===== config.mk =====
export PLATFORM = sky130hd
export DESIGN_NAME = bbd_decoder
export DESIGN_NICKNAME = d
export VERILOG_FILES = /design/src/core/bbd_pkg.sv /design/src/core/bbd_decoder.sv
export SDC_FILE = /design/constraint.sdc
export NUM_CORES = 1
export LEC_CHECK = 0
export BUFFER_PORTS_ARGS = -buffer_cell sky130_fd_sc_hd__buf_2
export CAP_MARGIN = 20
export CORE_ASPECT_RATIO = 0.6
export CORE_MARGIN = 8
export CORE_UTILIZATION = 53
export CTS_BUF_LIST = sky130_fd_sc_hd__clkbuf_16
export CTS_CLUSTER_DIAMETER = 40
export CTS_CLUSTER_SIZE = 20
export DETAILED_ROUTE_END_ITERATION = 6
export GPL_TIMING_DRIVEN = 0
export PLACE_DENSITY = 0.89
export SKIP_CTS_REPAIR_TIMING = 1
export SLEW_MARGIN = 25
export SYNTH_ARGS = -nofsm -noshare
export SYNTH_HDL_FRONTEND = slang
export SYNTH_SLANG_ARGS = --single-unit

===== constraint.sdc =====
create_clock -name mclk_i -period 2.22 [get_ports mclk_i]
set_input_delay 0.111 -clock mclk_i [delete_from_list [all_inputs] [get_ports mclk_i]]
set_output_delay 0.111 -clock mclk_i [all_outputs]
set_load 0.05 [all_outputs]

===== src/core/bbd_pkg.sv =====
// package for the byte/bit instruction decoder: opcode fields, ops, flag masks
// assumes a single core instruction clock; no software-visible registers
package bbd_pkg;

  // =========================================
  // field positions
  localparam int OPC6_HI = 15;
  localparam int OPC6_LO = 10;
  localparam int DEST_BIT = 9;
  localparam int BANK_BIT = 8;
  localparam int BITNO_HI = 11;
  localparam int BITNO_LO = 9;
  localparam int ZOFF_W = 7;
  localparam int LONG_ADDR_W = 20;
  localparam int FILE12_W = 12;

  // =========================================
  // opcode prefixes (bits 15:12)
  localparam logic [3:0] PFX_MISC = 4'h0;
  localparam logic [3:0] PFX_LOGIC = 4'h1;
  localparam logic [3:0] PFX_ADD = 4'h2;
  localparam logic [3:0] PFX_ROTC = 4'h3;
  localparam logic [3:0] PFX_ROTN = 4'h4;
  localparam logic [3:0] PFX_SUB = 4'h5;
  localparam logic [3:0] PFX_CMP = 4'h6;
  localparam logic [3:0] PFX_BTG = 4'h7;
  localparam logic [3:0] PFX_BSET = 4'h8;
  localparam logic [3:0] PFX_BCLR = 4'h9;
  localparam logic [3:0] PFX_BTSS = 4'ha;
  localparam logic [3:0] PFX_BTSC = 4'hb;
  localparam logic [3:0] PFX_MOVE = 4'hc;
  localparam logic [3:0] PFX_LONG = 4'he;
  localparam logic [3:0] PFX_WORD2 = 4'hf;

  // sub-opcode bits 11:10
  localparam logic [1:0] SUB_00 = 2'h0;
  localparam logic [1:0] SUB_01 = 2'h1;
  localparam logic [1:0] SUB_10 = 2'h2;
  localparam logic [1:0] SUB_11 = 2'h3;

  // first-word high byte of long jumps/calls (bits 15:8 with s masked)
  localparam logic [6:0] LONG_CALL_HI = 7'h76;
  localparam logic [7:0] LONG_GOTO_HI = 8'hef;

  // flag mask order: {c, dc, z, ov, n}
  localparam logic [4:0] FLG_NONE = 5'h00;
  localparam logic [4:0] FLG_ALL = 5'h1f;
  localparam logic [4:0] FLG_ZN = 5'h05;
  localparam logic [4:0] FLG_CZN = 5'h15;

  // cycle counts
  localparam logic [1:0] CYC_ONE = 2'h1;
  localparam logic [1:0] CYC_TWO = 2'h2;
  localparam logic [1:0] CYC_THREE = 2'h3;

  typedef enum logic [4:0] {
    OP_NOP = 5'h00,
    OP_ADD = 5'h01,
    OP_ADDC = 5'h02,
    OP_INC = 5'h03,
    OP_DEC = 5'h04,
    OP_AND = 5'h05,
    OP_OR = 5'h06,
    OP_XOR = 5'h07,
    OP_COM = 5'h08,
    OP_CMP_EQ = 5'h09,
    OP_CMP_GT = 5'h0a,
    OP_CMP_LT = 5'h0b,
    OP_INC_SZ = 5'h0c,
    OP_DEC_SZ = 5'h0d,
    OP_RLC = 5'h0e,
    OP_RRC = 5'h0f,
    OP_RLN = 5'h10,
    OP_RRN = 5'h11,
    OP_SUBF = 5'h12,
    OP_SUBFB = 5'h13,
    OP_SUBWB = 5'h14,
    OP_MUL = 5'h15,
    OP_FILE_TO_FILE_MOVE = 5'h16,
    OP_BCLR = 5'h17,
    OP_BSET = 5'h18,
    OP_BTGL = 5'h19,
    OP_BTSC = 5'h1a,
    OP_BTSS = 5'h1b,
    OP_LONG = 5'h1c,
    OP_OTHER = 5'h1d
  } bbd_op_t;

  typedef enum logic [1:0] {
    ST_FIRST = 2'b00,
    ST_MOVE2 = 2'b01,
    ST_LONG2 = 2'b10,
    ST_SKIP = 2'b11
  } bbd_state_t;

endpackage


===== src/core/bbd_decoder.sv =====
// byte- and bit-oriented instruction decoder for an 8-bit accumulator core
// assumes fetch presents one word per instruction cycle with instr_valid_i;
// the datapath returns the skip condition result in the same cycle
`timescale 1ns/10ps

// Notes on behaviour
// - byte ops: opcode 15:10, dest bit 9, bank bit 8, file address 7:0.
// - bank bit 0 selects access bank, 1 uses bank pointer.
// - file_to_file_move is two words, 12-bit source then 12-bit destination.
// - bit ops: opcode 15:12, bit number 11:9; clear, set, toggle in one cycle.
// - literal operand is the low byte of the word.
// - long call and jump assemble a 20-bit target from both words.
// - don't-care bits never influence decoding.
// - indexed forms take 7-bit source and destination offsets.
// - add, add with carry, increment, decrement update all five flags.
// - and, or, xor, complement update zero and negative only.
// - compare and skip on equal, greater or less; no flags.
// - skip instructions take one cycle, or two or three when taken.
// - increment or decrement and skip if zero; no flags.
// - rotates through carry update c,z,n; plain rotates update z,n.
// - three subtract forms update all five flags.
// - multiply accumulator by file, product to pair, no flags.
// - bit test skips on clear or set, no flags.
// - a word starting with four ones alone executes as no-operation.
module bbd_decoder
  import bbd_pkg::*;
(
  input wire logic mclk_i,
  input wire logic resetn_i,
  input wire logic instr_valid_i,
  input wire logic [15:0] instr_i,
  input wire logic [7:0] bank_pointer_i,
  input wire logic skip_cond_i,
  output logic op_valid_o,
  output logic [4:0] alu_op_o,
  output logic dest_file_o,
  output logic [11:0] file_addr_o,
  output logic [11:0] dest_addr_o,
  output logic [2:0] bit_num_o,
  output logic [7:0] literal_o,
  output logic [6:0] src_offset_o,
  output logic [6:0] dst_offset_o,
  output logic [19:0] long_target_o,
  output logic [4:0] flag_mask_o,
  output logic product_write_o,
  output logic is_skip_o,
  output logic slot_nop_o,
  output logic [1:0] cycles_o
);

  // =========================================
  // state
  typedef struct packed {
    bbd_state_t st;
    // a taken skip still owes at least one no-op slot
    logic skip_pend;
    // low byte of a long target, waiting for its second word
    logic [19:0] long_lo;
    logic op_valid;
    logic [4:0] alu_op;
    logic dest_file;
    logic [11:0] file_addr;
    logic [11:0] dest_addr;
    logic [2:0] bit_num;
    logic [7:0] literal;
    logic [6:0] src_off;
    logic [6:0] dst_off;
    logic [19:0] long_target;
    logic [4:0] flag_mask;
    logic product_write;
    logic is_skip;
    logic slot_nop;
    logic [1:0] cycles;
  } bbd_regs_t;

  // one packed state word: its registered copy and its next value
  bbd_regs_t cur_reg;
  bbd_regs_t cur_next;

  // =========================================
  // helpers
  // access bank lives in bank 0 here; the upper access-bank split is a datapath matter
  function automatic logic [11:0] bank_addr(input logic a, input logic [7:0] bp,
                                            input logic [7:0] f);
    bank_addr = a ? {bp[3:0], f} : {4'h0, f};
  endfunction

  // first word of a long call (its s bit is a don't-care here) or a long jump
  function automatic logic is_long_first(input logic [15:0] w);
    is_long_first = (w[15:9] == LONG_CALL_HI) || (w[15:8] == LONG_GOTO_HI);
  endfunction

  // a skipped two-word pointer load is not seen here and costs one slot too few
  function automatic logic is_two_word(input logic [15:0] w);
    is_two_word = (w[15:12] == PFX_MOVE) || is_long_first(w);
  endfunction

  // =========================================
  // decode
  // the table classifies the word and the sequencer decides whether it counts, except multiply's product write, gated here on a valid first word
  always_comb
  begin
    logic [3:0] pfx;
    logic [1:0] sub;
    bbd_op_t op;
    logic [4:0] fm;
    logic skp;
    pfx = instr_i[15:12];
    sub = instr_i[11:10];
    op = OP_OTHER;
    fm = FLG_NONE;
    skp = 1'b0;
    cur_next = cur_reg;
    cur_next.op_valid = 1'b0;
    cur_next.product_write = 1'b0;
    cur_next.slot_nop = 1'b0;
    cur_next.is_skip = 1'b0;

    // =========================================
    // opcode table: fields are shared, only the operation, mask, skip flag and multiply's product write differ
    case (pfx)
      PFX_ADD:
      begin
        fm = FLG_ALL;
        case (sub)
          SUB_01: op = OP_ADD;
          SUB_00: op = OP_ADDC;
          SUB_10: op = OP_INC;
          default:
          begin
            op = OP_DEC_SZ;
            fm = FLG_NONE;
            skp = 1'b1;
          end
        endcase
      end
      PFX_LOGIC:
      begin
        fm = FLG_ZN;
        case (sub)
          SUB_01: op = OP_AND;
          SUB_00: op = OP_OR;
          SUB_10: op = OP_XOR;
          default: op = OP_COM;
        endcase
      end
      PFX_CMP:
      begin
        case (instr_i[11:9])
          3'h1: op = OP_CMP_EQ;
          3'h2: op = OP_CMP_GT;
          3'h0: op = OP_CMP_LT;
          // test, clear, negate and plain move forms are not this block's
          default: op = OP_OTHER;
        endcase
        skp = (instr_i[11:9] <= 3'h2);
      end
      PFX_ROTC:
      begin
        case (sub)
          SUB_01: op = OP_RLC;
          SUB_00: op = OP_RRC;
          SUB_11: op = OP_INC_SZ;
          default: op = OP_OTHER;
        endcase
        fm = (sub[1] == 1'b0) ? FLG_CZN : FLG_NONE;
        skp = (sub == SUB_11);
      end
      PFX_ROTN:
      begin
        case (sub)
          SUB_01: op = OP_RLN;
          SUB_00: op = OP_RRN;
          // 11da is left undecoded: no rule of this block covers it
          default: op = OP_OTHER;
        endcase
        fm = (sub[1] == 1'b0) ? FLG_ZN : FLG_NONE;
      end
      PFX_SUB:
      begin
        fm = FLG_ALL;
        case (sub)
          SUB_11: op = OP_SUBF;
          SUB_10: op = OP_SUBFB;
          SUB_01: op = OP_SUBWB;
          default:
          begin
            // 00da is the plain file move, which still touches zero and negative
            op = OP_OTHER;
            fm = FLG_ZN;
          end
        endcase
      end
      PFX_MISC:
      begin
        // other 0000 codes are control and literal forms handled elsewhere
        if (instr_i[11:9] == 3'h1)
        begin
          op = OP_MUL;
          cur_next.product_write = instr_valid_i && (cur_reg.st == ST_FIRST);
        end
        else if (sub == SUB_01)
        begin
          op = OP_DEC;
          fm = FLG_ALL;
        end
      end
      PFX_BCLR: op = OP_BCLR;
      PFX_BSET: op = OP_BSET;
      PFX_BTG: op = OP_BTGL;
      PFX_BTSC:
      begin
        op = OP_BTSC;
        skp = 1'b1;
      end
      PFX_BTSS:
      begin
        op = OP_BTSS;
        skp = 1'b1;
      end
      PFX_MOVE: op = OP_FILE_TO_FILE_MOVE;
      PFX_LONG:
      begin
        // other 1110 codes are branches and pointer loads, decoded elsewhere
        if (is_long_first(instr_i))
          op = OP_LONG;
      end
      PFX_WORD2: op = OP_NOP;
      default: op = OP_OTHER;
    endcase

    // =========================================
    // word sequencing: first words, second words and skipped slots
    if (instr_valid_i)
    begin
      case (cur_reg.st)
        ST_FIRST:
        begin
          cur_next.op_valid = 1'b1;
          cur_next.alu_op = op;
          cur_next.flag_mask = fm;
          cur_next.is_skip = skp;
          cur_next.dest_file = instr_i[DEST_BIT];
          cur_next.bit_num = instr_i[BITNO_HI:BITNO_LO];
          cur_next.literal = instr_i[7:0];
          cur_next.src_off = instr_i[ZOFF_W-1:0];
          cur_next.file_addr = bank_addr(instr_i[BANK_BIT], bank_pointer_i, instr_i[7:0]);
          cur_next.cycles = CYC_ONE;
          // the datapath's condition only means something on a skip word
          cur_next.skip_pend = skp && skip_cond_i;
          if (op == OP_FILE_TO_FILE_MOVE)
          begin
            // no slot yet: the datapath must see one result per two-word instruction
            cur_next.op_valid = 1'b0;
            cur_next.file_addr = instr_i[FILE12_W-1:0];
            cur_next.cycles = CYC_TWO;
            cur_next.st = ST_MOVE2;
          end
          else if (op == OP_LONG)
          begin
            cur_next.op_valid = 1'b0;
            cur_next.long_lo = {12'h000, instr_i[7:0]};
            cur_next.cycles = CYC_TWO;
            cur_next.st = ST_LONG2;
          end
          else if (skp && skip_cond_i)
            cur_next.st = ST_SKIP;
        end
        ST_MOVE2:
        begin
          // second word completes the move; bits 15:12 are four ones by contract
          cur_next.op_valid = 1'b1;
          cur_next.alu_op = OP_FILE_TO_FILE_MOVE;
          cur_next.flag_mask = FLG_NONE;
          cur_next.dest_addr = instr_i[FILE12_W-1:0];
          cur_next.dst_off = instr_i[ZOFF_W-1:0];
          cur_next.cycles = CYC_TWO;
          cur_next.st = ST_FIRST;
        end
        ST_LONG2:
        begin
          // second word carries the upper twelve bits of the target
          cur_next.op_valid = 1'b1;
          cur_next.alu_op = OP_LONG;
          cur_next.flag_mask = FLG_NONE;
          cur_next.long_target = {instr_i[11:0], cur_reg.long_lo[7:0]};
          cur_next.cycles = CYC_TWO;
          cur_next.st = ST_FIRST;
        end
        ST_SKIP:
        begin
          // skipped word is executed as a no-op; a two-word move or long call/jump target costs one more slot
          cur_next.op_valid = 1'b1;
          cur_next.alu_op = OP_NOP;
          cur_next.flag_mask = FLG_NONE;
          cur_next.slot_nop = 1'b1;
          if (cur_reg.skip_pend && is_two_word(instr_i))
          begin
            // stay: the second half of the skipped pair is one more no-op slot
            cur_next.cycles = CYC_THREE;
            cur_next.skip_pend = 1'b0;
          end
          else
          begin
            // a one-word target, or the tail of a two-word one
            cur_next.cycles = cur_reg.skip_pend ? CYC_TWO : CYC_THREE;
            cur_next.skip_pend = 1'b0;
            cur_next.st = ST_FIRST;
          end
        end
        default: cur_next.st = ST_FIRST;
      endcase
    end
  end

  // =========================================
  // register
  always_ff @(posedge mclk_i or negedge resetn_i)
  begin
    // all-zero is ST_FIRST with every output low
    if (!resetn_i)
      cur_reg <= '0;
    else
      cur_reg <= cur_next;
  end

  // =========================================
  // outputs: each port is one field of the registered state
  assign op_valid_o = cur_reg.op_valid;
  assign alu_op_o = cur_reg.alu_op;
  assign dest_file_o = cur_reg.dest_file;
  assign file_addr_o = cur_reg.file_addr;
  assign dest_addr_o = cur_reg.dest_addr;
  assign bit_num_o = cur_reg.bit_num;
  assign literal_o = cur_reg.literal;
  assign src_offset_o = cur_reg.src_off;
  assign dst_offset_o = cur_reg.dst_off;
  assign long_target_o = cur_reg.long_target;
  assign flag_mask_o = cur_reg.flag_mask;
  assign product_write_o = cur_reg.product_write;
  assign is_skip_o = cur_reg.is_skip;
  assign slot_nop_o = cur_reg.slot_nop;
  assign cycles_o = cur_reg.cycles;

endmodule


[Word-level counts from Yosys, hierarchy flattened]
Index checks and enable logic that the tools add are counted.
Cells by class
  reductions and logical operators: 21
  magnitude comparators: 1
  muxes and demuxes: 47
  eq/ne operators: 28
  bitwise operators: 1
Operators by type and width (count)
  2-to-1 mux 81 bit: 1
  case mux 5 bit (15 select lines): 1
  2-to-1 mux 12 bit: 3
  case mux 4 bit (3 select lines): 3
  2-to-1 mux 5 bit: 7
  case mux 5 bit (3 select lines): 2
  case mux 5 bit (6 select lines): 1
  == test 4 bit (second input constant): 7
  case mux 6 bit (4 select lines): 1
  2-to-1 mux 20 bit: 1
  2-to-1 mux 18 bit: 1
  == test 4 x 3 -> 1 bit (second input constant): 4
  2-to-1 mux 13 bit: 1
  2-to-1 mux 2 bit: 6
  case mux 2 bit (3 select lines): 2
  == test 5 bit (second input constant): 2
  2-to-1 mux 1 bit: 10
  case mux 5 bit (2 select lines): 1
  OR reduction 3 bit: 3
  == test 2 bit (second input constant): 4
  == test 4 x 2 -> 1 bit (second input constant): 2
  == test 8 bit (second input constant): 1
  case mux 4 bit (2 select lines): 1
  AND reduction 2 bit: 4
  other kinds (23): 29
Storage, ports and cells
  register bits after elaboration: 97
  output and inout port bits: 86
  bits of input ports: 28

[Logic depth before layout (Yosys ltp)]
Gate-level depths: netlist of run 1.
  word-level depth: 9
  gate-level depth with buffers: 10

[Worst setup path after synthesis of run 1]
No wires, ideal clock.
  path type: input to register
  from: input instr_i[11]
  to: register cur_reg[86] in the netlist's numbering
  slack: -161 ps
  setup time: 128 ps
  stages: 10
  arrival time: 2254 ps
  data required time: 2092 ps
  cells stage by stage: inv_1 ha_1 nor2b_1 o32a_1 a2bb2oi_1 nand3_1 or3_4 or3_4 nor2_8 mux2_1
On the way
  longest elaborated chain between the ends: 7
RTL lines
  from (decl): RTL line bbd_decoder.sv:31  | input wire logic [15:0] instr_i,
  == test 8 bit (tied with other cells): RTL line bbd_decoder.sv:90  | is_long_first = (w[15:9] == LONG_CALL_HI) || (w[15:8] == LONG_GOTO_HI);
  logical OR 1 bit or 2-to-1 mux 5 bit (tied branches): RTL line bbd_decoder.sv:90, bbd_decoder.sv:202
  2-to-1 mux 1 bit or 2-to-1 mux 5 bit (tied branches): RTL line bbd_decoder.sv:225, bbd_decoder.sv:197
  case mux 5 bit (15 select lines) *: RTL line bbd_decoder.sv:121  | case (pfx)
  == test 5 bit: RTL line bbd_decoder.sv:251  | if (op == OP_FILE_TO_FILE_MOVE)
  inverter 1 bit (no source line)
  AND reduction 4 bit (no source line) *
  to (signal assigned): RTL line bbd_decoder.sv:324  | cur_reg <= cur_next;
  to (decl): RTL line bbd_decoder.sv:77  | bbd_regs_t cur_reg;
Every way passes the cells marked *; elsewhere a longest branch is shown, timed or not.
A chain may end at the register's enable or synchronous reset.

[Worst setup path in the final report of run 1]
  from: input instr_i[10]
  to: register cur_reg[88] in the netlist's numbering
The elaborated chain is that of the path after synthesis.

==> run_results.csv, run 1 <==
group,metric,value,unit
cts,cts_max_level,3,
critical_path,slowest_stage,"or3_4",
layout,utilization,71.0,%
placed_design,portBuffers,109,
critical_path,cp-end-kind,"flop",
timing,finalCriticalPeriod,2.42,ns
synthesis,yosys-top-cells-count,"82 x buf_4, 72 x dfrtp_1, 37 x mux2_2",
timing,fin_tns_setup,-2.09,ns
critical_path,crit_top_cell,"or3_4",
layout,diodes,0,
critical_path,crit_arrival,2.63,ns
synthesis,ys_warn_count,0,
timing,max_freq,414,MHz
timing,hold_ws,0.0594,ns
pwr,p_leak,0.00280,uW
layout,fin_cells,650,
layout,fillCellCount,600,
die,die_h,84.8,um
routing,vias_per_cell,5.16,
die,die_width,131,um
routing,drtIter0Drc,185,
placed_design,post-place-ws,-0.730,ns
cts,cts_tree,"done",
placed_design,hpwl,8090,um
timing,setup_viol,15,
timing,slew_headroom,47.5,%
cts,cts.sinks,72,
critical_path,r2r_slack,0.08,ns
global_routing,grt_use_total,19.2,%
placed_design,dp_cells,615,
synthesis,synth.avg_cell_area,10.5,um2
timing,hold_violations,0,
critical_path,cp_slowest_stage_delay,0.43,ns
routing,ant_nets,0,
synthesis,synth_top_family_by_area,"buffers and inverters",
pwr,vdd_ir_drop_max,1300,uV
global_routing,grt_pass1_vias,3274,
die,fp.coreArea,0.00776,mm2
global_routing,grt_max_degree,46,
critical_path,cp_max_fo,8,
layout,nets,576,
synthesis,synthMuxAreaShare,13.3,%
synthesis,netlist_area,0.00418,mm2
synthesis,synth_top_cell_by_area,"dfrtp_1",
synthesis,synth_nets,436,
critical_path,required,2.43,ns
pwr,p_per_area,1630,mW/mm2
worst_hold_path,hp-class,"primary input to flop",
timing,fin_crit_sh,109,%
synthesis,synth.yosys.seq_area_share,43.1,%
cts,cts_buffer_depth,2,
critical_path,crit_chain,"buf_12 > clkinvlp_4 > buf_6 > ha_4 > o21ai_2 > a21oi_2 > a221oi_2 > nand3_1 > or3_4 > or3_4 > nor2_8 > mux2_4",
critical_path,critical_path.top_delay_family,"simple AND/OR/NAND/NOR gates",
cts,cts_inserted_buffers,9,
synthesis,synth-simple-area-share,10.7,%
critical_path,crit_type,"primary input to flop",
synthesis,synth_seq_cells,72,
critical_path,cp-start-kind,"primary input",
die,io_pins,114,
global_routing,grt-ovfl-total,0,
cts,path_clk_slew,0.06,ns
synthesis,synth_most_common_cell,"buf_4",
layout,largest_reg_flops,20,
timing,rsz0062_at_grt,"true",
die,die-area,0.0111,mm2
routing,first_pass_iters,5,
cts,clock_latency,0.33,ns
synthesis,synthArstFlopShare,100,%
timing,skew,0.00661,ns
synthesis,synthAdderAreaFrac,3.29,%
die,start_util,53.9,%
critical_path,critPathBufInv,3,
synthesis,ys_types,53,
placed_design,place_congestion,0.902,
flow_run,drv_cap,0,
routing,vias,3353,
synthesis,synth.top_cell.area_share,43.1,%
cts,clockRootBuffer,"clkbuf_16",
routing,wire_per_inst,16.9,um
synthesis,syn_inst,397,
routing,drc_errors,0,
timing,finalWorstSetupSlack,-0.196,ns
timing,worst_pin_slew,0.788,ns
layout,syn_to_final_growth,31.7,%
global_routing,antenna_found_initial,0,
outcome,status,"finished with violations",
routing,drt_wl_total,11000,um
synthesis,synth_edf_count,0,
timing,maxSlewViolCount,0,
synthesis,synth_area_leaders,"dfrtp_1 43%, buf_4 15%, mux2_2 10%, ha_1 3.3%, nand2_1 2.6%",
synthesis,synth_compound_gate_area_share,10.9,%
synthesis,synthXorXnorAreaFrac,0.419,%
layout,layout-drive-gt1-share,55.9,%
die,rows,25,
outcome,violations,"setup timing",
global_routing,grt_pass1_wl,16700,um
synthesis,synth_flop_cell,"dfrtp_1",
-- per-layer routing --
metal	vias to the layer above	wire length (um)	global-route usage, %
li1	1568	-	-
met1	1621	4880	26.1
met2	149	4950	29.0
met3	15	1000	5.76
met4	0	135	4.97
met5	-	0	0
-- final timing paths --
check / startpoint / end / cells past startpoint
worst max-delay path: instr_i[10] / cur_reg[88] / 12
worst min-delay path: instr_i[5] / file_addr_o[5] / 2
worst max register to register: cur_reg[107] / file_addr_o[7] / 5
worst min register to register: dest_addr_o[11] / dest_addr_o[11] / 2
max in group asynchronous: resetn_i / flag_mask_o[2] / 3
min in group asynchronous: resetn_i / dest_addr_o[6] / 2
-- layout by cell type, fill, tap and decap left out, types with 7 or more instances in the layout --
cell type  Yosys  routed
dfrtp_1       72      72
inv_1         14      14
clkbuf_16      0       9
nor2_1        15      12
buf_4         82      98
buf_6          4       7
a21oi_1       12      11
ha_1          11       7
clkbuf_1       8       7
buf_2          1     107
nand2_1       29      28
mux2_2        37      37
nor2b_1        8       8
o21ai_0       17      15
mux2_4         0       8
-- where the power goes --
| group | switching (uW) | internal [uW] |
|---|---|---|
| clock network | 543 | 861 |
| logic | 3490 | 1870 |
| registers | 357 | 1850 |
| total | 4390 | 4580 |
-- stage by stage --
step,area (um2),total power (uW)
2_1_floorplan,4220,6450
3_3_place_gp,4900,7350
3_5_place_dp,4920,7500
4_1_cts,5210,8930
5_1_grt,5500,9380
6_report,5500,8970
-- worst register-to-register path, cell delays in order (launching register included) --
cell     delay [ns]
dfrtp_1        0.38
inv_1          0.11
ha_1           0.23
nand2_1        0.24
buf_1          0.64
mux2_2         0.42
-- layout make-up --
class / instances / area (um2) / area share (%)
Multi-Input combinational cell: 215 / 1750 / 31.8
Clock inverter: 7 / 65.1 / 1.18
Timing Repair Buffer: 129 / 754 / 13.7
Sequential cell: 72 / 1800 / 32.7
Tap cell: 108 / 135 / 2.46
Clock buffer: 9 / 225 / 4.09
Inverter: 14 / 60.1 / 1.09
Buffer: 96 / 711 / 12.9
-- kinds of logic after synthesis --
kind of cell / Yosys count
xor gates and xnor gates: 2
AOI/OAI and AO/OA: 68
DFF: 72
adders and majority gates: 11
and+or+nand+nor: 84
buffers and inverters: 110
muxes: 50
(Power assumes the default switching activity.)
==> run 2, diff against run 1 <==
- RECOVER_POWER: default -> 100
==> run 2 against run 1 <==
Against the previous run:
- the run ends with capacitance limit, setup timing left
- combinational power down 3%
- clock power is essentially flat
- routed wire length up 0.31%
==> run_results.csv, run 2 (same netlist as run 1, synthesis figures left out) <==
group,metric,value,unit
pwr,p_switching,4410,uW
timing,hold_ws,0.0585,ns
pwr,switching_share,50.2,%
die,fp.coreArea,0.00776,mm2
critical_path,crit_type,"primary input to flop",
layout,diodes,0,
worst_hold_path,hp-class,"primary input to flop",
critical_path,cp_max_fo,8,
pwr,vdd_ir_drop_max,1260,uV
cts,cts_max_level,3,
global_routing,antenna_found_initial,0,
global_routing,grt_pass1_vias,3274,
critical_path,required,2.43,ns
critical_path,cp-start-kind,"primary input",
timing,skew,0.00553,ns
pwr,power_frac_clock,16.0,%
die,io_pins,114,
timing,finalWorstSetupSlack,-0.192,ns
timing,rsz0062_at_grt,"true",
placed_design,post-place-ws,-0.730,ns
placed_design,hpwl,8090,um
cts,cts_inserted_buffers,9,
die,rows,25,
layout,final_common_cell,"buf_4",
pwr,p_leak,0.00251,uW
timing,max_freq,415,MHz
worst_hold_path,min-delay-start,"instr_i[5]",
critical_path,cp-end-kind,"flop",
cts,clock_latency,0.33,ns
global_routing,grt_max_degree,46,
pwr,p_comb_share,58.9,%
routing,drtIter0Drc,193,
pwr,p_int,4380,uW
routing,wire_per_inst,16.9,um
routing,ant_nets,0,
flow_run,drv_cap,1,
layout,nets,576,
die,die_width,131,um
placed_design,place_congestion,0.902,
critical_path,cp_slowest_stage_delay,0.42,ns
outcome,violations,"capacitance limit, setup timing",
cts,cts.sinks,72,
critical_path,r2r_slack,0.06,ns
outcome,status,"finished with violations",
cts,cts_tree,"done",
cts,path_clk_slew,0.06,ns
timing,worst_pin_slew,1.50,ns
routing,first_pass_iters,4,
layout,layout-drive-gt1-share,39.9,%
routing,vias,3318,
global_routing,grt_use_total,19.2,%
timing,setup_viol,15,
critical_path,crit_chain,"buf_12 > clkinvlp_4 > buf_6 > ha_4 > o21ai_2 > a21oi_2 > a221oi_2 > nand3_1 > or3_4 > or3_4 > nor2_8 > mux2_4",
critical_path,r2r_start,"cur_reg[107]",
critical_path,slowest_stage,"or3_4",
critical_path,r2r_end,"file_addr_o[7]",
layout,largest_reg_flops,20,
pwr,seqPwrFrac,25.1,%
global_routing,grt_pass1_wl,16700,um
routing,drt_wl_total,11000,um
critical_path,r2r.worst_path.cells,5,
die,start_util,53.9,%
cts,cts_buffer_depth,2,
die,die_h,84.8,um
layout,fillCellCount,650,
timing,maxSlewViolCount,0,
cts,clockRootBuffer,"clkbuf_16",
pwr,p_total,8790,uW
routing,vias_per_cell,5.10,
pwr,p_per_area,1630,mW/mm2
worst_hold_path,min_to,"file_addr_o[5]",
worst_hold_path,whs_path_depth,2,
timing,hold_violations,0,
layout,syn_to_final_growth,28.8,%
timing,finalCriticalPeriod,2.41,ns
critical_path,crit_arrival,2.62,ns
critical_path,crit_top_cell,"or3_4",
die,die-area,0.0111,mm2
routing,drc_errors,0,
global_routing,grt-ovfl-total,0,
layout,final_cell_mix,"98 x buf_4, 94 x clkbuf_1, 72 x dfrtp_1, 37 x mux2_2, 28 x nand2_1",
placed_design,portBuffers,109,
timing,slew_headroom,0.273,%
timing,fin_crit_sh,109,%
==> run 2: cell count changes in the layout (fill, tap and decap cells not counted) <==
cell      previous run  this run
clkbuf_1             7        94
buf_12               3         2
buf_2              107        21
==> run 2: area by class of cell <==
type,count,area (um2),area share (%)
clock inverter,7,65.1,1.21
tap,108,135,2.51
timing repair buffer,129,631,11.7
inverter,14,60.1,1.12
multi-input combinational,215,1750,32.6
sequential,72,1800,33.5
buffer,96,711,13.2
clock buffer,9,225,4.19
==> run 2: per-stage QoR <==
stage	cells	cell area, um2	setup TNS, ns	utilization [%]
floorplan	397	4220	-0.771	-
global placement	614	4900	-10.28	63.2
detailed placement	615	4920	-10.35	63.5
CTS	631	5210	-4.55	67.2
global route	650	5380	-9.16	69.4
finish	650	5380	-2.06	69.4
==> run 2: routing by layer <==
metal / routed length (um) / up-vias / GRT usage, %
li1: - / 1567 / -
met1: 4960 / 1588 / 26.1
met2: 4920 / 153 / 29.0
met3: 1020 / 10 / 5.76
met4: 106 / 0 / 4.97
met5: 0 / - / 0
==> run 2: worst max path at each step <==
| stage | slack, ns | from | to |
|---|---|---|---|
| 2_1_floorplan | -0.1 | instr_i[11] | cur_reg[86] |
| 3_3_place_gp | -0.72 | instr_i[11] | cur_reg[92] |
| 3_5_place_dp | -0.73 | instr_i[11] | cur_reg[90] |
| 4_1_cts | -0.38 | instr_i[11] | cur_reg[90] |
| 5_1_grt | -0.26 | instr_i[11] | cur_reg[92] |
| 6_report | -0.19 | instr_i[10] | cur_reg[88] |
==> run 2: worst max-delay path, delay by kind of cell <==
family                   cells  cell delay, ns
buffers and inverters        3            0.39
AO/OA/AOI/OAI                3            0.39
adder cells (fa/ha/maj)      1            0.18
multiplexers                 1            0.33
AND/OR/NAND/NOR              4            1.20
==> run 2: power groups by stage <==
stage / Sequential, uW / Clock, uW / Combinational, uW
3_3_place_gp: 2160 / 0 / 5190
2_1_floorplan: 2160 / 0 / 4290
3_5_place_dp: 2220 / 0 / 5280
4_1_cts: 2210 / 1430 / 5290
6_report: 2210 / 1400 / 5180
5_1_grt: 2280 / 1470 / 5470
==> run 3, diff against run 2 <==
- PLACE_DENSITY: 0.89 -> default
- PLACE_DENSITY_LB_ADDON: default -> 0.08
==> run 3 against run 2 <==
Against the previous run:
- the run ends with setup timing left
- via count down 1.6%
- setup slack worse by 0.022 ns
- clock power up 5%
- sequential share of layout area up 0.11 points
- die area unchanged
- largest cell class unchanged
- largest power group unchanged
- highest routed layer unchanged
==> run_results.csv, run 3 (same netlist as run 1, synthesis figures left out) <==
group,metric,value,unit
outcome,status,"finished with violations",
outcome,violations,"setup timing",
die,die_h,84.8,um
cts,clock_latency,0.34,ns
timing,fin_crit_sh,110,%
layout,layout-drive-gt1-share,39.5,%
placed_design,place_congestion,0.904,
timing,slew_headroom,35.6,%
timing,skew,0.00693,ns
pwr,p_leak,0.00249,uW
critical_path,required,2.43,ns
critical_path,cp-start-kind,"primary input",
global_routing,grt_pass1_wl,16100,um
pwr,vdd_ir_drop_max,1340,uV
timing,max_freq,411,MHz
critical_path,cp-end-kind,"flop",
cts,cts_buffer_depth,2,
timing,hold_violations,0,
die,io_pins,114,
pwr,p_per_area,1650,mW/mm2
timing,rsz0062_at_grt,"true",
layout,utilization,69.1,%
cts,cts_tree,"done",
critical_path,crit_type,"primary input to flop",
die,start_util,53.9,%
critical_path,cp-startpoint,"instr_i[10]",
placed_design,portBuffers,109,
layout,diodes,0,
routing,vias,3264,
layout,final_common_cell,"buf_4",
cts,cts_inserted_buffers,9,
critical_path,cp_max_fo,8,
global_routing,grt_max_degree,55,
layout,largest_reg_flops,20,
cts,clockRootBuffer,"clkbuf_16",
timing,setup_viol,11,
timing,finalCriticalPeriod,2.43,ns
layout,final_cell_mix,"98 x buf_4, 95 x clkbuf_1, 72 x dfrtp_1, 37 x mux2_2, 28 x nand2_1",
routing,drc_errors,0,
global_routing,antenna_found_initial,0,
die,die-area,0.0111,mm2
routing,vias_per_cell,5.04,
flow_run,drv_cap,0,
routing,first_pass_iters,5,
layout,fillCellCount,673,
worst_hold_path,hp-class,"primary input to flop",
critical_path,r2r_start,"cur_reg[107]",
routing,drtIter0Drc,283,
global_routing,grt-ovfl-total,0,
die,die_width,131,um
cts,cts_max_level,3,
pwr,p_total,8820,uW
critical_path,r2r_slack,0.17,ns
layout,multiInputGateArea,0.00175,mm2
cts,path_clk_slew,0.05,ns
die,rows,25,
layout,nets,574,
routing,wire_per_inst,16.5,um
die,fp.coreArea,0.00776,mm2
routing,drt_wl_total,10700,um
layout,syn_to_final_growth,28.4,%
timing,finalWorstSetupSlack,-0.214,ns
cts,cts.sinks,72,
global_routing,grt_use_total,18.7,%
critical_path,crit_arrival,2.65,ns
layout,seq_area,0.00180,mm2
timing,fin_tns_setup,-2.04,ns
timing,maxSlewViolCount,0,
timing,worst_pin_slew,0.966,ns
worst_hold_path,min-delay-start,"instr_i[6]",
global_routing,grt_pass1_vias,3095,
placed_design,hpwl,8000,um
routing,ant_nets,0,
==> run 3: changes by cell type in the layout (fill, tap and decap cells not counted), sizes merged <==
cell / before / now
buf: 130 / 126
bufinv: 1 / 2
clkbuf: 103 / 105
inv: 14 / 12
==> run 3: worst max-delay path, cell delays in order <==
cell	delay (ns)
buf_12	0.11
clkinvlp_4	0.15
ha_4	0.24
nor2b_4	0.16
o32a_1	0.22
a2bb2oi_2	0.14
nand3_1	0.09
or3_4	0.42
or3_4	0.43
nor2_8	0.23
mux2_4	0.33
==> run 3: through the flow <==
| step | instance area, um2 | hold WS, ns | cells | setup WS [ns] |
|---|---|---|---|---|
| after floorplan | 4220 | -0.185 | 397 | -0.0964 |
| after CTS | 5230 | -0.350 | 630 | -0.530 |
| final | 5360 | 0.0591 | 647 | -0.214 |
| after global placement | 4900 | 0.384 | 614 | -0.890 |
| after detailed placement | 4930 | 0.00413 | 615 | -0.857 |
| after global routing | 5360 | 0.0643 | 647 | -0.249 |
==> run 3: final timing paths <==
check / to / cells after the start
worst max-delay path: cur_reg[88] / 11
worst min-delay path: cur_reg[92] / 2
worst max register to register: file_addr_o[10] / 5
worst min register to register: long_target_o[17] / 2
max in group asynchronous: alu_op_o[4] / 3
min in group asynchronous: cur_reg[92] / 2
==> run 3: power by group <==
part           internal (uW)  switching, uW
Sequential              1850            338
Clock                    960            512
Combinational           1660           3500
Total                   4470           4350
==> run 3: per-layer routing <==
layer | part of all wire, % | GRT usage (%)
met1 | 48 | 26.8
met5 | 0 | 0
met2 | 42 | 26.3
met3 | 9.2 | 6.77
met4 | 0.74 | 3.52
==> run 3: layout make-up <==
cell class                      count  share of cell area [%]
Clock inverter                      6                    1.40
Timing Repair Buffer              127                    11.3
Inverter                           14                    1.12
Buffer                             96                    13.3
Multi-Input combinational cell    215                    32.6
Sequential cell                    72                    33.6
Tap cell                          108                    2.52
Clock buffer                        9                    4.20
